`config.mk`:
```
export PLATFORM = sky130hd
export DESIGN_NAME = iomux_pad_top
export DESIGN_NICKNAME = d
export VERILOG_FILES = /design/src/shared/iomux_pkg.sv /design/src/shared/iomux_cfg_if.sv /design/src/logic/iomux_apb_regs.sv /design/src/logic/iomux_pad_top.sv
export SDC_FILE = /design/constraint.sdc
export NUM_CORES = 1
export LEC_CHECK = 0
export ABC_CLOCK_PERIOD_IN_PS = 2950
export BUFFER_PORTS_ARGS = -buffer_cell sky130_fd_sc_hd__buf_2
export CAP_MARGIN = 20
export CORE_AREA = 2 2 615 617
export DETAILED_ROUTE_END_ITERATION = 10
export DIE_AREA = 0 0 617 619
export PLACE_DENSITY = 0.3
export SLEW_MARGIN = 20
export SYNTH_ARGS = -nofsm -noshare
export SYNTH_HDL_FRONTEND = slang
export SYNTH_SLANG_ARGS = --single-unit
```
`constraint.sdc`:
```
create_clock -name CLK_SYS -period 2.95 [get_ports CLK_SYS]
set_input_delay 0.1475 -clock CLK_SYS [delete_from_list [all_inputs] [get_ports CLK_SYS]]
set_output_delay 0.1475 -clock CLK_SYS [all_outputs]
set_load 0.1 [all_outputs]
```
`src/shared/iomux_pkg.sv`:
```
// constants for the pad pull and port mapping block
// assumes: compiled before the interface and the design modules
package iomux_pkg;

    // --------------------------------------------------------------
    // sizes
    // --------------------------------------------------------------
    localparam int NPIN = 27;
    localparam int NPORT = 21;
    localparam int NSEG = 24;
    localparam int DW = 32;
    localparam int SEG_MAX = 8;

    // --------------------------------------------------------------
    // port indices, narrowest first: a lower index wins a shared pin
    // --------------------------------------------------------------
    localparam logic [4:0] SINGLE_PORT_A = 5'h00;
    localparam logic [4:0] SINGLE_PORT_B = 5'h01;
    localparam logic [4:0] SINGLE_PORT_C = 5'h02;
    localparam logic [4:0] SINGLE_PORT_D = 5'h03;
    localparam logic [4:0] SINGLE_PORT_L = 5'h04;
    localparam logic [4:0] SINGLE_PORT_M = 5'h05;
    localparam logic [4:0] SINGLE_PORT_N = 5'h06;
    localparam logic [4:0] SINGLE_PORT_O = 5'h07;
    localparam logic [4:0] SINGLE_PORT_P = 5'h08;
    localparam logic [4:0] QUAD_PORT_B = 5'h09;
    localparam logic [4:0] QUAD_PORT_C = 5'h0A;
    localparam logic [4:0] QUAD_PORT_D = 5'h0B;
    localparam logic [4:0] QUAD_PORT_E = 5'h0C;
    localparam logic [4:0] QUAD_PORT_F = 5'h0D;
    localparam logic [4:0] OCTET_PORT_A = 5'h0E;
    localparam logic [4:0] OCTET_PORT_B = 5'h0F;
    localparam logic [4:0] OCTET_PORT_C = 5'h10;
    localparam logic [4:0] OCTET_PORT_D = 5'h11;
    localparam logic [4:0] HALFWORD_PORT_A = 5'h12;
    localparam logic [4:0] HALFWORD_PORT_B = 5'h13;
    localparam logic [4:0] WORD_PORT_A = 5'h14;
    localparam logic [4:0] NO_PORT = 5'h1F;

    // --------------------------------------------------------------
    // pin map: runs of consecutive pins carrying consecutive port bits
    // --------------------------------------------------------------
    typedef struct packed {
        logic [4:0] port;
        logic [4:0] pin;
        logic [4:0] bit_idx;
        logic [3:0] count;
    } seg_type;

    localparam seg_type SEG_MAP [NSEG] = '{
        '{SINGLE_PORT_A, 5'h00, 5'h00, 4'h1},
        '{SINGLE_PORT_B, 5'h01, 5'h00, 4'h1},
        '{SINGLE_PORT_C, 5'h06, 5'h00, 4'h1},
        '{SINGLE_PORT_D, 5'h07, 5'h00, 4'h1},
        '{SINGLE_PORT_L, 5'h12, 5'h00, 4'h1},
        '{SINGLE_PORT_M, 5'h13, 5'h00, 4'h1},
        '{SINGLE_PORT_N, 5'h14, 5'h00, 4'h1},
        '{SINGLE_PORT_O, 5'h15, 5'h00, 4'h1},
        '{SINGLE_PORT_P, 5'h16, 5'h00, 4'h1},
        '{QUAD_PORT_B, 5'h02, 5'h00, 4'h4},
        '{QUAD_PORT_C, 5'h08, 5'h00, 4'h2},
        '{QUAD_PORT_D, 5'h0A, 5'h00, 4'h4},
        '{QUAD_PORT_E, 5'h0E, 5'h00, 4'h2},
        '{QUAD_PORT_F, 5'h10, 5'h00, 4'h2},
        '{OCTET_PORT_A, 5'h02, 5'h02, 4'h4},
        '{OCTET_PORT_B, 5'h08, 5'h00, 4'h6},
        '{OCTET_PORT_C, 5'h0E, 5'h00, 4'h4},
        '{OCTET_PORT_D, 5'h13, 5'h00, 4'h8},
        '{HALFWORD_PORT_A, 5'h02, 5'h02, 4'h4},
        '{HALFWORD_PORT_A, 5'h08, 5'h08, 4'h6},
        '{HALFWORD_PORT_B, 5'h0E, 5'h00, 4'h4},
        '{HALFWORD_PORT_B, 5'h13, 5'h08, 4'h8},
        '{WORD_PORT_A, 5'h02, 5'h16, 4'h4},
        '{WORD_PORT_A, 5'h08, 5'h1C, 4'h2}
    };

    // --------------------------------------------------------------
    // serial link pins and pull layout
    // --------------------------------------------------------------
    localparam logic [4:0] LINK_RX1_PIN = 5'h17;
    localparam logic [4:0] LINK_RX0_PIN = 5'h18;
    localparam logic [4:0] LINK_TX0_PIN = 5'h19;
    localparam logic [4:0] LINK_TX1_PIN = 5'h1A;
    localparam logic [NPIN-1:0] LINK_PIN_MASK = 27'h7800000;
    localparam logic [NPIN-1:0] LINK_TX_MASK = 27'h6000000;
    localparam logic [NPIN-1:0] PULL_UP_MASK = 27'h0000000;
    localparam logic [NPIN-1:0] PULL_RESET = 27'h7FFFFFF;
    localparam logic [DW-1:0] WORD_A_BONDED = 32'h33C00000;

    // --------------------------------------------------------------
    // register map (byte addresses) and reset values
    // --------------------------------------------------------------
    localparam logic [7:0] ADDR_PORT_EN = 8'h00;
    localparam logic [7:0] ADDR_PORT_DIR = 8'h04;
    localparam logic [7:0] ADDR_LINK_CTRL = 8'h08;
    localparam logic [7:0] ADDR_PULL = 8'h0C;
    localparam logic [7:0] ADDR_PIN_STATE = 8'h10;
    localparam logic [7:0] ADDR_PULL_ARMED = 8'h14;
    localparam logic [NPORT-1:0] PORT_EN_RESET = 21'h000000;
    localparam logic [NPORT-1:0] PORT_DIR_RESET = 21'h000000;

endpackage : iomux_pkg

```
`src/shared/iomux_cfg_if.sv`:
```
// configuration and status between the register slave and the pad mux
// assumes: iomux_pkg compiled first
`timescale 1ns/1ps
`default_nettype none
interface iomux_cfg_if;
    import iomux_pkg::*;
    logic [NPORT-1:0] port_en;
    logic [NPORT-1:0] port_dir;
    logic link_en;
    logic pull_wr;
    logic [NPIN-1:0] pull_wdata;
    logic [NPIN-1:0] pull_state;
    logic [NPIN-1:0] pull_armed;
    logic [NPIN-1:0] pin_state;
    modport regs (output port_en, port_dir, link_en, pull_wr, pull_wdata,
                  input pull_state, pull_armed, pin_state);
    modport mux (input port_en, port_dir, link_en, pull_wr, pull_wdata,
                 output pull_state, pull_armed, pin_state);
endinterface : iomux_cfg_if
`default_nettype wire

```
`src/logic/iomux_apb_regs.sv`:
```
// apb slave holding port enables, directions, link enable and pull control
// assumes: single clock, one wait state per access, pad mux on the cfg side
`timescale 1ns/1ps
`default_nettype none
module iomux_apb_regs
    import iomux_pkg::*;
(
    input wire logic clk,
    input wire logic nrst,
    input wire logic [7:0] paddr,
    input wire logic psel,
    input wire logic penable,
    input wire logic pwrite,
    input wire logic [31:0] pwdata,
    input wire logic [3:0] pstrb,
    output logic [31:0] prdata,
    output logic pready,
    output logic pslverr,
    iomux_cfg_if.regs cfg
);

    typedef struct packed {
        logic [NPORT-1:0] port_en;
        logic [NPORT-1:0] port_dir;
        logic link_en;
        logic pull_wr;
        logic [NPIN-1:0] pull_wdata;
        logic ready;
        logic slverr;
        logic [31:0] rdata;
    } regs_state_type;

    regs_state_type st_ff;
    regs_state_type nxt_st;
    logic [31:0] merged;

    function automatic logic [31:0] merge(input logic [31:0] old,
                                          input logic [31:0] wd,
                                          input logic [3:0] be);
        logic [31:0] r;
        r = old;
        for (int b = 0; b < 4; b++) begin
            if (be[b]) begin
                r[b*8 +: 8] = wd[b*8 +: 8];
            end
        end
        return r;
    endfunction : merge

    // ------------------------------------------------------------
    // access decode: answer on the second access cycle
    // ------------------------------------------------------------
    always_comb begin
        nxt_st = st_ff;
        merged = '0;
        nxt_st.pull_wr = 1'b0;
        nxt_st.ready = 1'b0;
        if (psel && penable && !st_ff.ready) begin
            nxt_st.ready = 1'b1;
            nxt_st.slverr = 1'b0;
            nxt_st.rdata = '0;
            case (paddr)
                ADDR_PORT_EN: nxt_st.rdata = 32'(st_ff.port_en);
                ADDR_PORT_DIR: nxt_st.rdata = 32'(st_ff.port_dir);
                ADDR_LINK_CTRL: nxt_st.rdata = 32'(st_ff.link_en);
                ADDR_PULL: nxt_st.rdata = 32'(cfg.pull_state);
                ADDR_PIN_STATE: nxt_st.rdata = 32'(cfg.pin_state);
                ADDR_PULL_ARMED: nxt_st.rdata = 32'(cfg.pull_armed);
                default: nxt_st.slverr = 1'b1;
            endcase
        end
        if (psel && penable && st_ff.ready && pwrite && !st_ff.slverr) begin
            case (paddr)
                ADDR_PORT_EN: begin
                    merged = merge(32'(st_ff.port_en), pwdata, pstrb);
                    nxt_st.port_en = merged[NPORT-1:0];
                end
                ADDR_PORT_DIR: begin
                    merged = merge(32'(st_ff.port_dir), pwdata, pstrb);
                    nxt_st.port_dir = merged[NPORT-1:0];
                end
                ADDR_LINK_CTRL: begin
                    if (pstrb[0]) begin
                        nxt_st.link_en = pwdata[0];
                    end
                end
                ADDR_PULL: begin
                    merged = merge(32'(cfg.pull_state), pwdata, pstrb);
                    nxt_st.pull_wr = 1'b1;
                    nxt_st.pull_wdata = merged[NPIN-1:0];
                end
                default: nxt_st.pull_wr = 1'b0;
            endcase
        end
    end

    always_ff @(posedge clk or negedge nrst) begin
        if (!nrst) begin
            st_ff <= '{port_en: PORT_EN_RESET, port_dir: PORT_DIR_RESET, default: '0};
        end else begin
            st_ff <= nxt_st;
        end
    end

    assign prdata = st_ff.rdata;
    assign pready = st_ff.ready;
    assign pslverr = st_ff.slverr;
    assign cfg.port_en = st_ff.port_en;
    assign cfg.port_dir = st_ff.port_dir;
    assign cfg.link_en = st_ff.link_en;
    assign cfg.pull_wr = st_ff.pull_wr;
    assign cfg.pull_wdata = st_ff.pull_wdata;
endmodule : iomux_apb_regs
`default_nettype wire

```
`src/logic/iomux_pad_top.sv`:
```
// pad mux: maps port and link signals onto the general-purpose pins
// and keeps each pin's weak pull resistor
// assumes: port data from port logic on CLK_SYS, pins asynchronous
//
// Implementation choices: the APB register port and the register offsets.
`timescale 1ns/1ps
`default_nettype none
module iomux_pad_top
    import iomux_pkg::*;
(
    input wire logic CLK_SYS,
    input wire logic NRST,
    input wire logic [7:0] PADDR,
    input wire logic PSEL,
    input wire logic PENABLE,
    input wire logic PWRITE,
    input wire logic [31:0] PWDATA,
    input wire logic [3:0] PSTRB,
    output logic [31:0] PRDATA,
    output logic PREADY,
    output logic PSLVERR,
    input wire logic [NPIN-1:0] PAD_IN,
    output logic [NPIN-1:0] PAD_OUT,
    output logic [NPIN-1:0] PAD_OE,
    output logic [NPIN-1:0] PAD_PULLDN_EN,
    output logic [NPIN-1:0] PAD_PULLUP_EN,
    output logic RST_PULLUP_EN,
    input wire logic [NPORT*DW-1:0] PORT_DOUT,
    output logic [NPORT*DW-1:0] PORT_DIN,
    input wire logic [1:0] LINK_TX_DATA,
    output logic [1:0] LINK_RX_DATA
);

    // ------------------------------------------------------------
    // state
    // ------------------------------------------------------------
    typedef struct packed {
        logic [NPIN-1:0] pad_meta;
        logic [NPIN-1:0] pad_sync;
        logic [NPIN-1:0] pad_out;
        logic [NPIN-1:0] pad_oe;
        logic [NPIN-1:0] pull;
        logic [NPIN-1:0] armed;
        logic [NPIN-1:0] used;
        logic [NPORT-1:0][DW-1:0] din;
        logic [1:0] link_rx;
        logic rst_pull;
    } mux_state_type;

    mux_state_type st_ff;
    mux_state_type nxt_st;
    logic [NPORT-1:0][DW-1:0] dout_v;
    logic [NPIN-1:0][4:0] own_port;
    logic [NPIN-1:0][4:0] own_bit;
    logic [NPIN-1:0] use_v;
    logic [NPIN-1:0] new_claim;
    logic [4:0] pin;
    logic [4:0] bi;

    iomux_cfg_if cfg ();

    iomux_apb_regs u_regs (
        .clk(CLK_SYS),
        .nrst(NRST),
        .paddr(PADDR),
        .psel(PSEL),
        .penable(PENABLE),
        .pwrite(PWRITE),
        .pwdata(PWDATA),
        .pstrb(PSTRB),
        .prdata(PRDATA),
        .pready(PREADY),
        .pslverr(PSLVERR),
        .cfg(cfg.regs)
    );

    assign dout_v = PORT_DOUT;

    // ------------------------------------------------------------
    // pin ownership, pad drive, sampling and pull control
    // ------------------------------------------------------------
    always_comb begin
        nxt_st = st_ff;
        own_port = {NPIN{NO_PORT}};
        own_bit = '0;
        use_v = '0;
        pin = '0;
        bi = '0;
        nxt_st.pad_meta = PAD_IN;
        nxt_st.pad_sync = st_ff.pad_meta;
        // lowest index among enabled ports on a pin is the narrowest
        for (int s = 0; s < NSEG; s++) begin
            for (int k = 0; k < SEG_MAX; k++) begin
                if (k < int'(SEG_MAP[s].count)) begin
                    pin = SEG_MAP[s].pin + 5'(k);
                    bi = SEG_MAP[s].bit_idx + 5'(k);
                    if (cfg.port_en[SEG_MAP[s].port]) begin
                        use_v[pin] = 1'b1;
                        if (SEG_MAP[s].port < own_port[pin]) begin
                            own_port[pin] = SEG_MAP[s].port;
                            own_bit[pin] = bi;
                        end
                    end
                end
            end
        end
        if (cfg.link_en) begin
            use_v = use_v | LINK_PIN_MASK;
            for (int p = 0; p < NPIN; p++) begin
                if (LINK_PIN_MASK[p]) begin
                    own_port[p] = NO_PORT;
                end
            end
        end
        // bits with no pin, or whose pin is taken, read as zero
        nxt_st.din = '0;
        for (int p = 0; p < NPIN; p++) begin
            nxt_st.pad_out[p] = 1'b0;
            nxt_st.pad_oe[p] = 1'b0;
            if (own_port[p] != NO_PORT) begin
                if (cfg.port_dir[own_port[p]]) begin
                    nxt_st.pad_oe[p] = 1'b1;
                    nxt_st.pad_out[p] = dout_v[own_port[p]][own_bit[p]];
                end else begin
                    nxt_st.din[own_port[p]][own_bit[p]] = st_ff.pad_sync[p];
                end
            end
        end
        nxt_st.link_rx = 2'b00;
        if (cfg.link_en) begin
            nxt_st.pad_oe[LINK_TX0_PIN] = 1'b1;
            nxt_st.pad_oe[LINK_TX1_PIN] = 1'b1;
            nxt_st.pad_out[LINK_TX0_PIN] = LINK_TX_DATA[0];
            nxt_st.pad_out[LINK_TX1_PIN] = LINK_TX_DATA[1];
            nxt_st.link_rx = {st_ff.pad_sync[LINK_RX1_PIN], st_ff.pad_sync[LINK_RX0_PIN]};
        end
        // a pin newly taken by a port or the link drops its pull
        new_claim = use_v & ~st_ff.used;
        nxt_st.used = use_v;
        nxt_st.armed = st_ff.armed | new_claim;
        if (cfg.pull_wr) begin
            nxt_st.pull = (cfg.pull_wdata & st_ff.armed) | (st_ff.pull & ~st_ff.armed);
        end
        nxt_st.pull = nxt_st.pull & ~new_claim;
        nxt_st.rst_pull = 1'b1;
    end

    always_ff @(posedge CLK_SYS or negedge NRST) begin
        if (!NRST) begin
            st_ff <= '{pull: PULL_RESET, rst_pull: 1'b1, default: '0};
        end else begin
            st_ff <= nxt_st;
        end
    end

    // ------------------------------------------------------------
    // outputs
    // ------------------------------------------------------------
    assign PAD_OUT = st_ff.pad_out;
    assign PAD_OE = st_ff.pad_oe;
    assign PAD_PULLDN_EN = st_ff.pull & ~PULL_UP_MASK;
    assign PAD_PULLUP_EN = st_ff.pull & PULL_UP_MASK;
    assign RST_PULLUP_EN = st_ff.rst_pull;
    assign PORT_DIN = st_ff.din;
    assign LINK_RX_DATA = st_ff.link_rx;
    assign cfg.pull_state = st_ff.pull;
    assign cfg.pull_armed = st_ff.armed;
    assign cfg.pin_state = st_ff.pad_sync;
endmodule : iomux_pad_top
`default_nettype wire

```
==> run metrics <==
outcome complete, no violations; vias per cell 2.12; commonest non-fill, non-tap cell in the layout buf_2; via count 17,651; Starting Density 8.09%; net count reported at finish 3,997; Global Route Usage Sum 6.23%; final core occ 11.4%; post-DR wirelength/cell 14.7 µm; synth warn 0; max frequency 357 MHz; Leakage 19.9 nW; IO Port Bufs 775; CTS H-tree depth 3; CTS Buf Count roughly 110; setup TNS 0 ns; initial antenna violation count 43; First-pass DRT Iterations 5; IO Count between 1,500 and 2,000; post-synthesis cell count 2,326; Power Density 671 nW/µm²; global-route wire length before repair 162 mm; vias in the first global route 18,790; share of layout cells above drive strength 1 between 30% and 40%; clk_lat worst skew about 0.84 ns; CP required between 3 and 4 ns; Syn Area/Cell 13.0 µm²; post-detail-place hpwl 95.0 mm; routed wire length 122 mm; Remaining DRCs 0; CTS max path bufs 4; most frequent cells in the layout buf_2 (774), dfrtp_1 (756), conb_1 (632); ys async rst share 100%; Clock Skews 0.0803 ns; startpoint types input pin; CTS tree yes; P&R area growth vs syn 40.3%; GR Overflow Total 0; final setup fails 0; Routed Antenna Nets 0; final max-slew violation count 0; pin count of the biggest net entering global routing 102; reg2reg setup slack about 0.17 ns; Worst EP arrival ~3.5 ns; Critical Path Fanout Max 5; clock root buffer master clkbuf_16; max cap viols 0; Tmin final 2.80 ns; register area share after synthesis 64.8%; filler cell count between 40,000 and 50,000; core area 375,000 µm²; Worst Setup End Kind flop; die area 382,000 µm²; Die W 617 µm; placement row count around 230; initial drt markers between 700 and 800; Post-Layout Cell Count 8,326; gpl congestion ~0.7; worst hold margin 0.101 ns; Setup Slack @ Placement ~0.25 ns; Sink Count between 700 and 800; Yosys cell types 58; worst vdd ir between 0.4 and 0.5 mV; worst relative slew slack between 30 and 40%; placed cell count 7,977; Mapped Area roughly 30,000 µm²; fin crit share 94.9%; Worst Max-Slew Pin Slew roughly 0.96 ns; most used flip-flop cell after synthesis dfrtp_1; Post-synth EDFFs 0; Crit Path Class in -> reg; postcts setup bufs 0; setup slack after layout 0.150 ns; Hold Fails Final Rpt 0; Synth Register Bits 784; Hold Path Class in -> reg; Reg clk slew, reported paths 0.06 ns; die height 619 µm
==> worst max-delay path, stage by stage <==
cell and delay, ns:
dlygate4sd3_1 0.54, buf_2 0.12, or4_4 0.51, dlygate4sd3_1 0.63
nor4_4 0.41, nand2_1 0.14, buf_4 0.20, mux2_2 0.27
dlygate4sd3_1 0.56
==> Yosys cell counts (all sizes together) (3+ instances only) <==
cell type	n	area (µm²)
nand2	101	379
o21ai	32	160
dfrtp	757	18900
nor3b	6	45.0
a21oi	102	514
and2	45	282
nor2b	19	119
nand3	28	140
mux2i	65	651
nand3b	4	30.0
inv	11	41.3
dfstp	27	709
a2bb2oi	8	70.1
o22ai	4	25.0
nor4	5	37.5
or3	9	56.3
nand2b	14	87.6
and3b	9	78.8
a211oi	5	37.5
a22oi	27	203
nor2	51	191
o221ai	14	123
a22o	6	52.6
or3b	3	28.8
a21o	5	37.5
and3	16	100
mux2	58	653
or2	23	144
nor3	6	30.0
clkbuf	33	124
buf	806	6000
==> repair_timing <==
action | in CTS | in global routing
endpoints found under the hold margin | 478 | 0
setup endpoints to repair | 0 | 1
resized for setup | 0 | 1
hold buffers | 156 | 0
==> metrics by stage <==
step	power [mW]	area [µm²]
after global placement	15.9	37500
after floorplan	15.6	32700
after global routing	29.9	42500
final	28.5	42500
after detailed placement	15.9	37500
after CTS	29.3	42500
==> power by group <==
group          total [mW]  switching, mW  internal, mW
Sequential           11.3          0.152          11.1
Combinational        4.59           4.10         0.490
Clock                12.7           5.19          7.47
Total                28.5           9.45          19.1
==> final cells by class <==
type                       count  area (µm²)  area share, %
tap                         4994        6250           14.7
sequential                   784       19700           46.2
antenna                        8        20.0         0.0471
multi-input combinational   1321        6890           16.2
inverter                      12        45.0          0.106
timing repair buffer        1022        6280           14.8
clock inverter                33         340          0.800
clock buffer                 152        3070           7.21
==> logic make-up after synthesis <==
family / share of synthesized area [%]
buf+inv: 20.3
flops: 64.8
simple gates: 6.06
compound gates: 4.45
mux: 4.30
other cells: 0.0248
==> state kept, by name, indices dropped and copies added (netlist names), 16 cells and up <==
| register | cells |
|---|---|
| PORT_DIN | 516 |
| PAD_OUT | 27 |
| PAD_PULLDN_EN | 27 |
| cfg.pin_state | 27 |
| cfg.pull_armed | 27 |
| nxt_st | 27 |
| u_regs.cfg.pull_wdata | 27 |
| u_regs.prdata | 27 |
| u_regs.cfg.port_dir | 21 |
| u_regs.cfg.port_en | 21 |
| PAD_OE | 16 |
==> layer usage <==
metal,part of all wire (%),GRT usage (%),up-vias
li1,-,-,8039
met1,33,6.10,8664
met2,53,11.6,761
met3,9.9,2.66,181
met4,3.2,2.11,6
met5,0.026,0,-
==> final timing paths <==
kind,startpoint,endpoint,cells past startpoint
worst max-delay path,PADDR[7],u_regs.cfg.port_en[0],9
worst min-delay path,PADDR[4],u_regs.prdata[0],4
worst max register to register,u_regs.cfg.port_en[17],PAD_OUT[25],6
worst min register to register,nxt_st[835],cfg.pin_state[25],0
max in group asynchronous,NRST,PAD_PULLDN_EN[13],4
min in group asynchronous,NRST,PAD_PULLDN_EN[26],2
Power figures use the tool's default switching activity.
